### src/logic/terminal_decoder_pkg.sv
// Purpose: Shared constants for the input terminal function decoder.
// Assumes: 25 MHz control clock, Avalon-MM register access.
// Notes:   Byte offsets are word aligned; unmapped reads return zero.
package terminal_decoder_pkg;
	// Clock and timing
	localparam int CLOCK_HZ         = 25_000_000;   // Control clock rate
	localparam int HOLD_LIMIT_SEC   = 4;            // Reset input hold time before error
	localparam int HOLD_LIMIT_CYC   = HOLD_LIMIT_SEC * CLOCK_HZ;
	localparam int TENTH_SEC_MS     = 100;          // Ramp time unit in ms
	localparam int TENTH_SEC_CYC    = (TENTH_SEC_MS * (CLOCK_HZ / 1000));

	// Terminal function codes
	localparam logic [4:0] FN_ANALOG_SELECT = 5'h0D; // Current/voltage select
	localparam logic [4:0] FN_FAULT_RESET   = 5'h0E; // Fault reset
	localparam logic [4:0] FN_THREE_START   = 5'h0F; // Three-wire start
	localparam logic [4:0] FN_THREE_KEEP    = 5'h10; // Three-wire keep
	localparam logic [4:0] FN_THREE_DIR     = 5'h11; // Three-wire direction
	localparam logic [4:0] FN_UP            = 5'h12; // Raise reference
	localparam logic [4:0] FN_DOWN          = 5'h13; // Lower reference
	localparam logic [4:0] FN_KEYPAD_OVR    = 5'h14; // Keypad override
	localparam logic [4:0] FN_TERMINAL_OVR  = 5'h15; // Terminal override
	localparam logic [4:0] FN_INTEGRAL_CLR  = 5'h16; // Integral clear
	localparam logic [4:0] FN_PID_BYPASS    = 5'h17; // PID bypass

	// Setting encodings
	localparam logic [1:0] FREQ_SRC_TERMINAL = 2'h1; // Frequency from terminals
	localparam logic [1:0] PID_MODE_PID      = 2'h1; // PID control
	localparam logic [1:0] PID_MODE_FEED     = 2'h2; // Feed-forward control
	localparam logic [7:0] COMM_ERROR_CODE   = 8'h3C; // Error number 60

	// Command source selection
	typedef enum logic [1:0] {
		SRC_CONFIGURED = 2'b00,
		SRC_KEYPAD     = 2'b01,
		SRC_TERMINAL   = 2'b10
	} cmd_source_t;

	// Register byte offsets
	localparam logic [7:0] ADDR_FUNC_BASE    = 8'h00; // Function code, 4 bytes per terminal
	localparam logic [7:0] ADDR_POLARITY     = 8'h20;
	localparam logic [7:0] ADDR_FREQ_SOURCE  = 8'h24;
	localparam logic [7:0] ADDR_RUN_SOURCE   = 8'h28;
	localparam logic [7:0] ADDR_PID_MODE     = 8'h2C;
	localparam logic [7:0] ADDR_MAX_FREQ     = 8'h30;
	localparam logic [7:0] ADDR_SAVE_ENABLE  = 8'h34;
	localparam logic [7:0] ADDR_INITIAL      = 8'h38;
	localparam logic [7:0] ADDR_RAMP_TIME    = 8'h3C;
	localparam logic [7:0] ADDR_STATUS       = 8'h40;
	localparam logic [7:0] ADDR_IRQ_STATUS   = 8'h44;
	localparam logic [7:0] ADDR_IRQ_MASK     = 8'h48;
	localparam logic [7:0] ADDR_UPDOWN_REF   = 8'h4C;

	// Reset values
	localparam logic [4:0]  FUNC_RESET      = 5'h1F; // Unassigned code
	localparam logic [15:0] MAX_FREQ_RESET  = 16'h1770; // 60.00 Hz
	localparam logic [15:0] RAMP_RESET      = 16'h0064; // 10.0 s

	// Interrupt bit positions
	localparam int IRQ_FAULT_CLEARED = 0;
	localparam int IRQ_COMM_ERROR    = 1;
	localparam int IRQ_OVERRIDE_STOP = 2;
	localparam int IRQ_BITS          = 3;
endpackage : terminal_decoder_pkg

### src/logic/terminal_decoder.sv
// Purpose: Decode programmable input terminals into drive control actions.
// Assumes: Terminal inputs synchronous and debounced; one clock.
// Notes:   Registers over Avalon-MM; one wait state per access.
// Functional notes
// Code 13: shorted picks current, open voltage
// No select terminal: sum voltage and current; code sums only with terminal frequency source, else voltage alone
// Code 14 active clears active fault
// Reset held over 4 s flags error
// Operator removes run before fault reset
// Codes 15-17: start, keep, direction
// Codes 18/19 raise or lower reference
// Save setting keeps initial value over power
// Initial value loaded at next run start
// Ramp time sets up/down rate
// Codes 20/21 select keypad or terminal source
// Keypad override beats terminal override
// Source change while running stops first
// Code 22 forces integral term reset
// PID functions only in modes 1, 2
// Code 23 bypasses PID control
// Polarity 0 means normally open
// Up/down reference saturates, never wraps
//
// Design decisions made here: the register addresses and register access over Avalon-MM.
`timescale 1ns/1ps
module terminal_decoder
	import terminal_decoder_pkg::*;
#(
	parameter int NUM_TERMINALS = 6,                // Input terminal count
	parameter int HOLD_CYCLES   = HOLD_LIMIT_CYC,  // Reset hold limit
	parameter int TENTH_CYCLES  = TENTH_SEC_CYC    // Cycles per 0.1 s
) (
	input  wire logic                     i_clock,          // Control clock
	input  wire logic                     i_reset,          // Synchronous reset
	input  wire logic [7:0]               i_address,        // Avalon byte address
	input  wire logic                     i_read,           // Avalon read
	input  wire logic                     i_write,          // Avalon write
	input  wire logic [31:0]              i_writedata,      // Avalon write data
	output logic      [31:0]              o_readdata,       // Avalon read data
	output logic                          o_waitrequest,    // Avalon wait
	input  wire logic [NUM_TERMINALS-1:0] i_terminal,       // Raw terminal levels
	input  wire logic [15:0]              i_voltage_value,  // Voltage input freq
	input  wire logic [15:0]              i_current_value,  // Current input freq
	input  wire logic                     i_fault_active,   // Drive in fault
	input  wire logic                     i_stop_reset_key, // Stop/reset key
	input  wire logic                     i_run_command,    // Run from any source
	input  wire logic                     i_running,        // Drive is running
	output logic                          o_use_current,    // Current input chosen
	output logic      [15:0]              o_analog_freq,    // Analog freq value
	output logic                          o_fault_clear,    // Fault clear pulse
	output logic                          o_comm_error,     // Error 60 shown
	output logic                          o_three_wire_run, // Three-wire run
	output logic                          o_reverse,        // Direction reverse
	output logic      [15:0]              o_updown_freq,    // Up/down reference
	output logic      [1:0]               o_cmd_source,     // Active source
	output logic                          o_override_stop,  // Stop for source change
	output logic                          o_integral_clear, // PID integral reset
	output logic                          o_pid_bypass,     // PID bypassed
	output logic                          o_irq             // Interrupt level
);

	// Settings
	logic [4:0]               term_func [NUM_TERMINALS]; // Function per terminal
	logic [NUM_TERMINALS-1:0] terminal_polarity;         // 1 = normally closed
	logic [1:0]               freq_command_source;       // Frequency source
	logic [1:0]               run_command_source;        // Run source
	logic [1:0]               pid_mode_select;           // PID mode
	logic [15:0]              max_frequency;             // 0.01 Hz units
	logic                     updown_save_enable;        // Keep initial value
	logic [15:0]              updown_initial_value;      // 0.01 Hz units
	logic [15:0]              updown_ramp_time;          // 0.1 s units
	logic [IRQ_BITS-1:0]      irq_status;                // Sticky events
	logic [IRQ_BITS-1:0]      irq_mask;                  // Event enables

	// Decode state
	logic [NUM_TERMINALS-1:0] term_active;   // Function asserted per terminal
	logic [31:0]              fn_assigned;   // Any terminal holds code
	logic [31:0]              fn_active;     // Any active terminal holds code
	logic                     reset_prev;    // Fault reset last cycle
	logic [31:0]              hold_count;    // Fault reset hold time
	logic                     run_prev;      // Run command last cycle
	logic [39:0]              ramp_acc;      // Rate accumulator
	logic [39:0]              ramp_limit;    // Cycles for full range
	logic [39:0]              next_acc;      // Accumulator plus step
	logic [1:0]               next_source;   // Requested command source
	logic                     pid_enabled;   // PID mode 1 or 2
	logic                     bus_go;        // Access completes now
	logic [IRQ_BITS-1:0]      irq_event;     // Event pulses this cycle

	// Per-terminal polarity
	generate
		for (genvar t = 0; t < NUM_TERMINALS; t++) begin : g_term
			assign term_active[t] = i_terminal[t] ^ terminal_polarity[t];
		end
	endgenerate

	// Which function codes are assigned and which asserted
	always_comb begin
		fn_assigned = 32'h0;
		fn_active   = 32'h0;
		for (int t = 0; t < NUM_TERMINALS; t++) begin
			fn_assigned[term_func[t]] = 1'b1;
			if (term_active[t]) begin
				fn_active[term_func[t]] = 1'b1;
			end
		end
	end

	// Source priority and PID enable
	always_comb begin
		if (fn_active[FN_KEYPAD_OVR]) begin
			next_source = SRC_KEYPAD;
		end else if (fn_active[FN_TERMINAL_OVR]) begin
			next_source = SRC_TERMINAL;
		end else begin
			next_source = SRC_CONFIGURED;
		end
		pid_enabled = (pid_mode_select == PID_MODE_PID) || (pid_mode_select == PID_MODE_FEED);
	end

	// Ramp arithmetic; zero ramp time treated as one unit
	always_comb begin
		ramp_limit = 40'(updown_ramp_time == 16'h0 ? 16'h1 : updown_ramp_time) * 40'(TENTH_CYCLES);
		next_acc   = ramp_acc + 40'(max_frequency);
	end

	assign bus_go = (i_read || i_write) && !o_waitrequest;

	// Bus handshake: one wait cycle then completion
	always_ff @(posedge i_clock) begin
		if (i_reset) begin
			o_waitrequest <= 1'b1;
		end else if (bus_go) begin
			o_waitrequest <= 1'b1; // Completed, back to waiting
		end else if (i_read || i_write) begin
			o_waitrequest <= 1'b0; // Answer next edge
		end else begin
			o_waitrequest <= 1'b1;
		end
	end

	// Read data, captured with the answer
	always_ff @(posedge i_clock) begin
		if (i_reset) begin
			o_readdata <= 32'h0;
		end else if (i_read && o_waitrequest) begin
			o_readdata <= 32'h0; // Unmapped default
			for (int t = 0; t < NUM_TERMINALS; t++) begin
				if (i_address == ADDR_FUNC_BASE + 8'(t * 4)) begin
					o_readdata <= {27'h0, term_func[t]};
				end
			end
			if (i_address == ADDR_POLARITY) begin
				o_readdata <= 32'(terminal_polarity);
			end else if (i_address == ADDR_FREQ_SOURCE) begin
				o_readdata <= {30'h0, freq_command_source};
			end else if (i_address == ADDR_RUN_SOURCE) begin
				o_readdata <= {30'h0, run_command_source};
			end else if (i_address == ADDR_PID_MODE) begin
				o_readdata <= {30'h0, pid_mode_select};
			end else if (i_address == ADDR_MAX_FREQ) begin
				o_readdata <= {16'h0, max_frequency};
			end else if (i_address == ADDR_SAVE_ENABLE) begin
				o_readdata <= {31'h0, updown_save_enable};
			end else if (i_address == ADDR_INITIAL) begin
				o_readdata <= {16'h0, updown_initial_value};
			end else if (i_address == ADDR_RAMP_TIME) begin
				o_readdata <= {16'h0, updown_ramp_time};
			end else if (i_address == ADDR_STATUS) begin
				o_readdata <= {8'h0, o_comm_error ? COMM_ERROR_CODE : 8'h0, 6'h0, o_cmd_source,
					o_pid_bypass, o_integral_clear, o_override_stop, o_reverse,
					o_three_wire_run, o_comm_error, o_fault_clear, o_use_current};
			end else if (i_address == ADDR_IRQ_STATUS) begin
				o_readdata <= 32'(irq_status);
			end else if (i_address == ADDR_IRQ_MASK) begin
				o_readdata <= 32'(irq_mask);
			end else if (i_address == ADDR_UPDOWN_REF) begin
				o_readdata <= {16'h0, o_updown_freq};
			end
		end
	end

	// Setting registers written by software
	always_ff @(posedge i_clock) begin
		if (i_reset) begin
			for (int t = 0; t < NUM_TERMINALS; t++) begin
				term_func[t] <= FUNC_RESET;
			end
			terminal_polarity   <= '0;
			freq_command_source <= 2'h0;
			run_command_source  <= 2'h0;
			pid_mode_select     <= 2'h0;
			max_frequency       <= MAX_FREQ_RESET;
			updown_save_enable  <= 1'b0;
			updown_ramp_time    <= RAMP_RESET;
			irq_mask            <= '0;
		end else if (bus_go && i_write) begin
			for (int t = 0; t < NUM_TERMINALS; t++) begin
				if (i_address == ADDR_FUNC_BASE + 8'(t * 4)) begin
					term_func[t] <= i_writedata[4:0];
				end
			end
			if (i_address == ADDR_POLARITY) begin
				terminal_polarity <= i_writedata[NUM_TERMINALS-1:0];
			end else if (i_address == ADDR_FREQ_SOURCE) begin
				freq_command_source <= i_writedata[1:0];
			end else if (i_address == ADDR_RUN_SOURCE) begin
				run_command_source <= i_writedata[1:0];
			end else if (i_address == ADDR_PID_MODE) begin
				pid_mode_select <= i_writedata[1:0];
			end else if (i_address == ADDR_MAX_FREQ) begin
				max_frequency <= i_writedata[15:0];
			end else if (i_address == ADDR_SAVE_ENABLE) begin
				updown_save_enable <= i_writedata[0];
			end else if (i_address == ADDR_RAMP_TIME) begin
				updown_ramp_time <= i_writedata[15:0];
			end else if (i_address == ADDR_IRQ_MASK) begin
				irq_mask <= i_writedata[IRQ_BITS-1:0];
			end
		end
	end

	// Initial value: software write, or saved reference at stop
	always_ff @(posedge i_clock) begin
		if (i_reset) begin
			updown_initial_value <= 16'h0;
		end else if (bus_go && i_write && i_address == ADDR_INITIAL) begin
			if (i_writedata[15:0] > max_frequency) begin
				updown_initial_value <= max_frequency;
			end else begin
				updown_initial_value <= i_writedata[15:0];
			end
		end else if (run_prev && !i_run_command && updown_save_enable) begin
			updown_initial_value <= o_updown_freq;
		end
	end

	// Analog source select
	always_ff @(posedge i_clock) begin
		if (i_reset) begin
			o_use_current <= 1'b0;
			o_analog_freq <= 16'h0;
		end else if (fn_assigned[FN_ANALOG_SELECT]) begin
			o_use_current <= fn_active[FN_ANALOG_SELECT];
			o_analog_freq <= fn_active[FN_ANALOG_SELECT] ? i_current_value : i_voltage_value;
		end else if (freq_command_source == FREQ_SRC_TERMINAL) begin
			o_use_current <= 1'b0;
			o_analog_freq <= i_voltage_value + i_current_value;
		end else begin
			o_use_current <= 1'b0;
			o_analog_freq <= i_voltage_value;
		end
	end

	// Fault reset edge and hold timer
	always_ff @(posedge i_clock) begin
		if (i_reset) begin
			reset_prev    <= 1'b0;
			hold_count    <= 32'h0;
			o_fault_clear <= 1'b0;
			o_comm_error  <= 1'b0;
		end else begin
			reset_prev    <= fn_active[FN_FAULT_RESET];
			// Operator keeps run off before reset; restart is not blocked here
			o_fault_clear <= fn_active[FN_FAULT_RESET] && !reset_prev && i_fault_active;
			if (!fn_active[FN_FAULT_RESET]) begin
				hold_count <= 32'h0;
			end else if (hold_count < 32'(HOLD_CYCLES)) begin
				hold_count <= hold_count + 32'h1;
			end
			if (!fn_active[FN_FAULT_RESET] || i_stop_reset_key) begin
				o_comm_error <= 1'b0;
			end else if (hold_count == 32'(HOLD_CYCLES - 1)) begin
				o_comm_error <= 1'b1;
			end
		end
	end

	// Three-wire run latch and direction
	always_ff @(posedge i_clock) begin
		if (i_reset) begin
			o_three_wire_run <= 1'b0;
			o_reverse        <= 1'b0;
		end else begin
			o_reverse <= fn_active[FN_THREE_DIR];
			if (!fn_active[FN_THREE_KEEP] || o_override_stop) begin
				o_three_wire_run <= 1'b0;
			end else if (fn_active[FN_THREE_START]) begin
				o_three_wire_run <= 1'b1;
			end
		end
	end

	// Up/down reference with rate accumulator
	always_ff @(posedge i_clock) begin
		if (i_reset) begin
			run_prev      <= 1'b0;
			ramp_acc      <= 40'h0;
			o_updown_freq <= 16'h0;
		end else begin
			run_prev <= i_run_command;
			if (i_run_command && !run_prev) begin
				o_updown_freq <= updown_initial_value;
				ramp_acc      <= 40'h0;
			end else if (fn_active[FN_UP] != fn_active[FN_DOWN]) begin
				if (next_acc >= ramp_limit) begin
					ramp_acc <= next_acc - ramp_limit;
					if (fn_active[FN_UP] && o_updown_freq < max_frequency) begin
						o_updown_freq <= o_updown_freq + 16'h1;
					end else if (fn_active[FN_DOWN] && o_updown_freq != 16'h0) begin
						o_updown_freq <= o_updown_freq - 16'h1;
					end
				end else begin
					ramp_acc <= next_acc;
				end
			end else begin
				ramp_acc <= 40'h0;
			end
			if (o_updown_freq > max_frequency) begin
				o_updown_freq <= max_frequency;
			end
		end
	end

	// Command source switch, stopping the drive first
	always_ff @(posedge i_clock) begin
		if (i_reset) begin
			o_cmd_source    <= SRC_CONFIGURED;
			o_override_stop <= 1'b0;
		end else if (next_source != o_cmd_source) begin
			if (i_running) begin
				o_override_stop <= 1'b1;
			end else begin
				o_cmd_source    <= next_source;
				o_override_stop <= 1'b0;
			end
		end else begin
			o_override_stop <= 1'b0;
		end
	end

	// PID terminal functions
	always_ff @(posedge i_clock) begin
		if (i_reset) begin
			o_integral_clear <= 1'b0;
			o_pid_bypass     <= 1'b0;
		end else begin
			o_integral_clear <= pid_enabled && fn_active[FN_INTEGRAL_CLR];
			o_pid_bypass     <= pid_enabled && fn_active[FN_PID_BYPASS];
		end
	end

	// Interrupt events
	always_comb begin
		irq_event                    = '0;
		irq_event[IRQ_FAULT_CLEARED] = fn_active[FN_FAULT_RESET] && !reset_prev && i_fault_active;
		irq_event[IRQ_COMM_ERROR]    = fn_active[FN_FAULT_RESET] && !i_stop_reset_key
			&& hold_count == 32'(HOLD_CYCLES - 1);
		irq_event[IRQ_OVERRIDE_STOP] = (next_source != o_cmd_source) && i_running && !o_override_stop;
	end

	// Sticky status, write one to clear, set wins
	always_ff @(posedge i_clock) begin
		if (i_reset) begin
			irq_status <= '0;
			o_irq      <= 1'b0;
		end else begin
			if (bus_go && i_write && i_address == ADDR_IRQ_STATUS) begin
				irq_status <= (irq_status & ~i_writedata[IRQ_BITS-1:0]) | irq_event;
			end else begin
				irq_status <= irq_status | irq_event;
			end
			o_irq <= |(irq_status & irq_mask);
		end
	end

endmodule : terminal_decoder

### config.mk
export PLATFORM = sky130hd
export DESIGN_NAME = terminal_decoder
export DESIGN_NICKNAME = d
export VERILOG_FILES = /design/src/logic/terminal_decoder_pkg.sv /design/src/logic/terminal_decoder.sv
export SDC_FILE = /design/constraint.sdc
export NUM_CORES = 1
export LEC_CHECK = 0
export BUFFER_PORTS_ARGS = -buffer_cell sky130_fd_sc_hd__buf_2
export CAP_MARGIN = 20
export CORE_MARGIN = 2
export CORE_UTILIZATION = 56
export CTS_CLUSTER_SIZE = 40
export DETAILED_ROUTE_END_ITERATION = 12
export PLACE_DENSITY_LB_ADDON = 0.12
export SYNTH_ARGS = -nofsm -noshare
export SYNTH_HDL_FRONTEND = slang
export SYNTH_SLANG_ARGS = --single-unit
### constraint.sdc
create_clock -name i_clock -period 9.7 [get_ports i_clock]
set_input_delay 1.455 -clock i_clock [delete_from_list [all_inputs] [get_ports i_clock]]
set_output_delay 1.455 -clock i_clock [all_outputs]
set_load 0.02 [all_outputs]
# Word-level counts from Yosys, hierarchy flattened
# Memories as Yosys holds them, arrays and structs flattened.
# Cells that the tools add are included.
[word_totals] reg_bits=217 ramBits=30 in_bits=86 out_inout_bits=76 wordCells=264 mem_count=1
[op_classes] addsub=6 n_mul=1 magnitude_cmp=17 eq_ne=23 muxes=88 bitwise_logic=39 reduce_logical=61
[mem_list] memory="term_func" depth=6 width=5 read_ports=6 rd_ports_with_merged_regs=0 wr=6 line="terminal_decoder.sv:63" text="logic [4:0] term_func [NUM_TERMINALS];"
[ops] cell="$mux W32" count=17
[ops] cell="$mux W16" count=13
[ops] cell="$mux W24" count=6
[ops] cell="$or A24 B24 Y24" count=5
[ops] cell="$or A14 B14 Y14" count=5
[ops] cell="$eq A8 B6 Y1 const B" count=8
[ops] cell="$add A40 B16 Y40" count=1
[ops] cell="$ge A40 B38 Y1" count=1
[ops] cell="$mux W40" count=1
[ops] cell="$sub A40 B38 Y40" count=1
[ops] cell="$lt A5 B6 Y1 const B" count=6
[ops] cell="$mux W5" count=7
[ops] cell="$mux W1" count=34
[ops] cell="$mul A16 B17 Y33 const B" count=1
[ops] cell="$add A32 B1 Y32 const B" count=1
[ops] cell="$eq A32 B27 Y1 const B" count=1
[ops] cell="$eq A8 B7 Y1 const B" count=4
[ops] cell="$gt A16 B16 Y1" count=2
[ops] cell="$lt A32 B27 Y1 const B" count=1
[ops] cell="$demux W1 S5" count=6
[ops] cell="$ge A5 B1 Y1 const B" count=6
[ops] cell="$logic_and A1 B1 Y1" count=24
[ops] cell="$add A16 B1 Y16 const B" count=1
[ops] cell="$add A16 B16 Y16" count=1
[ops] cell="36 further kinds" count=82

# Depth between registers and ports, before layout
# An unclocked memory read counts as a cell.
[logic_depth] depth_word=23 depth_mapped=40 depth_no_buf=37

# Least setup slack after synthesis
# OpenSTA, ideal clock, no wires.
[synth_path] path_type="flip-flop to flip-flop" from="reg updown_ramp_time[0]" to="reg o_updown_freq[1]" setup_time_ps=128 t_arrival_ps=9065 t_required_ps=9572 slack_ps=508 stages_incl_launch_ff=36 n_path_buf=2 period_less_slack_ps=9192 cell_sequence="dfxtp_1 or4_1 nor4_1 nor2_1 ha_1 ha_1 inv_1 fa_1 inv_1 fa_1 fa_1 inv_1 fa_1 inv_1 ha_1 and3_1 a221oi_1 nor2b_1 a211o_1 nand3_1 a21oi_1 o21bai_1 a21oi_1 xor2_1 ha_1 nand4_1 nor4_2 inv_1 o311a_1 a221o_1 and3_1 buf_6 o211ai_4 buf_6 mux2i_1 nor2_1"
[synth_between] elab_chain_len=6
[synth_rtl] item="start, declared" line="terminal_decoder.sv:71" text="logic [15:0] updown_ramp_time;"
[synth_rtl] item="start signal, assigned" line="terminal_decoder.sv:216" text="updown_ramp_time <= i_writedata[15:0];"
[synth_rtl] item="$logic_not A16 Y1" line="terminal_decoder.sv:123" text="ramp_limit = 40'(updown_ramp_time == 16'h0 ? 16'h1 : updown_ramp_time) * 40'(TENTH_CYCLES);"
[synth_rtl] item="$mux W16 (*)" line="terminal_decoder.sv:123"
[synth_rtl] item="$mul A16 B17 Y33 (*)" line="terminal_decoder.sv:123"
[synth_rtl] item="$ge A40 B38 Y1 (*)" line="terminal_decoder.sv:306" text="if (next_acc >= ramp_limit) begin"
[synth_rtl] item="$reduce_bool A3 Y1 (no source line) (*)"
[synth_rtl] item="$reduce_and A3 Y1 (no source line) (*)"
[synth_rtl] item="end signal, assigned" line="terminal_decoder.sv:303" text="o_updown_freq <= updown_initial_value;"
[synth_rtl] item="end signal, assigned" line="terminal_decoder.sv:309" text="o_updown_freq <= o_updown_freq + 16'h1;"
[synth_rtl] item="end signal, assigned" line="terminal_decoder.sv:311" text="o_updown_freq <= o_updown_freq - 16'h1;"
[synth_rtl] item="end, declared" line="terminal_decoder.sv:54" text="output logic [15:0] o_updown_freq,"
# Every way passes the cells marked *; elsewhere a longest branch is shown, timed or not.
# A chain may end at the register's enable or synchronous reset.

# Final worst setup path
[layout_path] from="reg updown_ramp_time[0]" to="reg o_updown_freq[5]"
# The elaborated chain is that of the path after synthesis.

==> flow_summary_export.csv <==
group,metric,value,unit
timing,tightest_slew,1120,ps
yosys,synth.distinct_cells,85,
run,drv_cap,0,
min_path,hold_class,"reg -> reg",
power,power_frac_comb,0.300,
global_routing,antenna_found_initial,1,
yosys,syn_inst,2467,
detailed_routing,ant_nets,0,
setup_path,worst_ep_required_time,10150,ps
finish,fin_util,0.624,
detailed_routing,vias,19147,
finish,ff_latch_area,4940,µm²
setup_path,crit_slowest_cell,"or4_1",
yosys,synthFlopType,"dfxtp_1",
setup_path,crit_type,"reg -> reg",
clock_network,hold_buffers,0,
power,seqPwrFrac,0.366,
clock_network,clkSinkCount,232,
floorplan,dieArea,38300,µm²
timing,timing.fmax,0.107,GHz
finish,multi_input_area,14600,µm²
timing,skew,18.7,ps
global_routing,track_usage,0.328,
power,switching_share,0.350,
global_routing,grt_pass1_wl,99100,µm
clock_network,max-clock-path-buffers,3,
timing,setup_viol,0,
global_routing,first_global_vias,18068,
power,pwr-share-clk,0.334,
global_routing,overflow,0,
floorplan,die_w,196,µm
finish,diodes,0,
setup_path,start_kind,"flop",
floorplan,start_util,0.565,
placed_design,place_ws,226,ps
clock_network,cts_htree_levels,1,
setup_path,arrival,9800,ps
clock_network,clk_pin_slew,60,ps
timing,holdWs,447,ps
setup_path,cpMostUsedCell,"inv_1",
yosys,yosysMostFrequentCell,"ha_1",
yosys,seq_area_frac_synth,0.240,
floorplan,boundaryPins,162,
clock_network,post_cts_buffers,0,
finish,num-fill-cells,3207,
yosys,synth-edff-count,30,
timing,fin_crit_sh,0.963,
finish,area_growth,10.5,%
yosys,yosysWarnings,0,
placed_design,place_area,21800,µm²
timing,final.setup.worst_slack,355,ps
timing,slew_headroom,0.255,
detailed_routing,wl_per_cell,20.8,µm
timing,min_period,9340,ps
finish,nNetsFinal,2998,
timing,finalHoldViolations,0,
finish,drive_gt1_frac,0.116,
yosys,ys_ff_latch,232,
floorplan,core.rowCount,70,
detailed_routing,viasPerCell,6.25,
yosys,ys_async_sr_fraction,0,
detailed_routing,wl,63700,µm
setup_path,critPathMaxStageDelay,560,ps
clock_network,clk_latency,580,ps
yosys,synthTopCellsByCount,"ha_1 (267), nor2_1 (243), dfxtp_1 (202), nand2_1 (202)",
power,internal_power,1.99,mW
clock_network,cts_tree,"built",
detailed_routing,drc,0,
yosys,synth_area_per_cell,8.34,µm²
yosys,synth_top_area_frac,0.197,
floorplan,dieHeight,196,µm
finish,fin_area,22700,µm²
setup_path,cp_max_fo,20,
setup_path,crit_path_end_kind,"flop",
power,leakagePower,10.3,nW
power,power_density,135,nW/µm²
timing,drv_slew,0,
power,peakVddDrop,0.168,mV
placed_design,portBuffers,133,
yosys,synth_top_area_cell,"dfxtp_1",
placed_design,dpl.hpwl,49700,µm
floorplan,core_area,36400,µm²
power,switchingPower,1.07,mW
clock_network,numCtsBuffers,27,
yosys,synth_area_leaders,"dfxtp_1 (20%), ha_1 (16%), fa_1 (6.6%)",
outcome,status,"completed",
detailed_routing,drtIter0Drc,1918,
clock_network,cts-root-buf,"clkbuf_16",
global_routing,grt_max_degree,63,
detailed_routing,drt_pre_antenna_iters,7,
yosys,syn-cell-area,20600,µm²
placed_design,place.gp.congestion,0.961,
[worst paths after layout]
path,slack (ps),depth (start not counted),from,endpoint
setup / recovery,360,33,updown_ramp_time[0],o_updown_freq[5]
hold / removal,450,1,reset_prev,o_fault_clear
setup reg to reg,360,33,updown_ramp_time[0],o_updown_freq[5]
hold reg to reg,450,1,reset_prev,o_fault_clear
[flip-flops by register name, indices dropped and copies added, names as in the netlist, 2 cells and up]
register              cells
freq_command_source       2
hold_count               32
irq_mask                  3
irq_status                3
max_frequency            16
o_analog_freq            16
o_cmd_source              2
o_readdata               17
o_updown_freq            16
pid_mode_select           2
ramp_acc                 40
run_command_source        2
term_func                30
terminal_polarity         6
updown_initial_value     16
updown_ramp_time         16
[kinds of logic after synthesis]
kind of cell               after synthesis  synth area share
and+or+nand+nor                        828             0.197
AOI/OAI and AO/OA                      590             0.188
adders and majority gates              335             0.229
buffers and inverters                  280            0.0558
DFF                                    232             0.240
xor gates and xnor gates               141            0.0600
muxes                                   60            0.0294
other                                    1          0.000182
[metal layers]
| metal | part of all wire | vias to the layer above | global-route usage |
|---|---|---|---|
| met5 | 0.00016 | - | 0 |
| met3 | 0.089 | 144 | 0.0507 |
| li1 | - | 9025 | - |
| met1 | 0.45 | 9181 | 0.485 |
| met2 | 0.43 | 795 | 0.495 |
| met4 | 0.028 | 2 | 0.0920 |
[power by group through the flow]
| stage | registers [mW] | logic, mW | clock network, mW |
|---|---|---|---|
| 2_1_floorplan | 1.13 | 0.656 | 0 |
| 3_3_place_gp | 1.13 | 0.874 | 0 |
| 3_5_place_dp | 1.13 | 0.904 | 0 |
| 4_1_cts | 1.11 | 0.909 | 1.04 |
| 5_1_grt | 1.12 | 1.01 | 1.07 |
| 6_report | 1.12 | 0.918 | 1.02 |
[layout make-up]
class | count | share of cell area
clock buffer | 39 | 0.0344
clock inverter | 10 | 0.00451
inverter | 176 | 0.0291
multi-input combinational | 1966 | 0.644
sequential | 232 | 0.218
tap | 468 | 0.0258
timing repair buffer | 174 | 0.0444
[repair_timing]
item,in CTS,in global routing
hold endpoints to repair,0,0
gates resized for setup,0,13
setup endpoints to repair,0,50
[metrics by stage]
step | power, mW | setup TNS, ps | std cells
2_1_floorplan | 1.78 | 0 | 2478
3_3_place_gp | 2.00 | 0 | 3013
3_5_place_dp | 2.04 | 0 | 3013
4_1_cts | 3.06 | 0 | 3062
5_1_grt | 3.20 | -3.70 | 3065
6_report | 3.06 | 0 | 3065
[worst max-delay path: cells and delay by family, from the launching register on]
kind | cells | cell delay [ps]
muxes | 1 | 200
adders and majority gates | 8 | 3450
DFF | 1 | 310
xor gates and xnor gates | 1 | 210
AOI/OAI and AO/OA | 5 | 1390
buffers and inverters | 8 | 730
and+or+nand+nor | 10 | 2890
[cell usage in the layout, fill, tap and decap left out, types with 18 or more instances in the layout]
cell type	n
ha_1	267
nor2_1	241
nand2_1	202
dfxtp_1	202
inv_1	175
a21oi_1	172
buf_2	133
o21ai_0	102
xnor2_1	71
nand3_1	68
fa_1	68
xor2_1	67
mux2i_1	56
nor3_1	46
a21o_1	42
a22oi_1	42
or2_2	37
buf_4	36
nand2b_1	33
edfxtp_1	30
nor4_1	29
clkbuf_16	27
nand4_1	26
o22ai_1	26
nor2b_1	25
a211oi_1	23
nand3b_1	23
o21a_1	23
or3_1	22
o211ai_1	18
(Power assumes the default switching activity.)
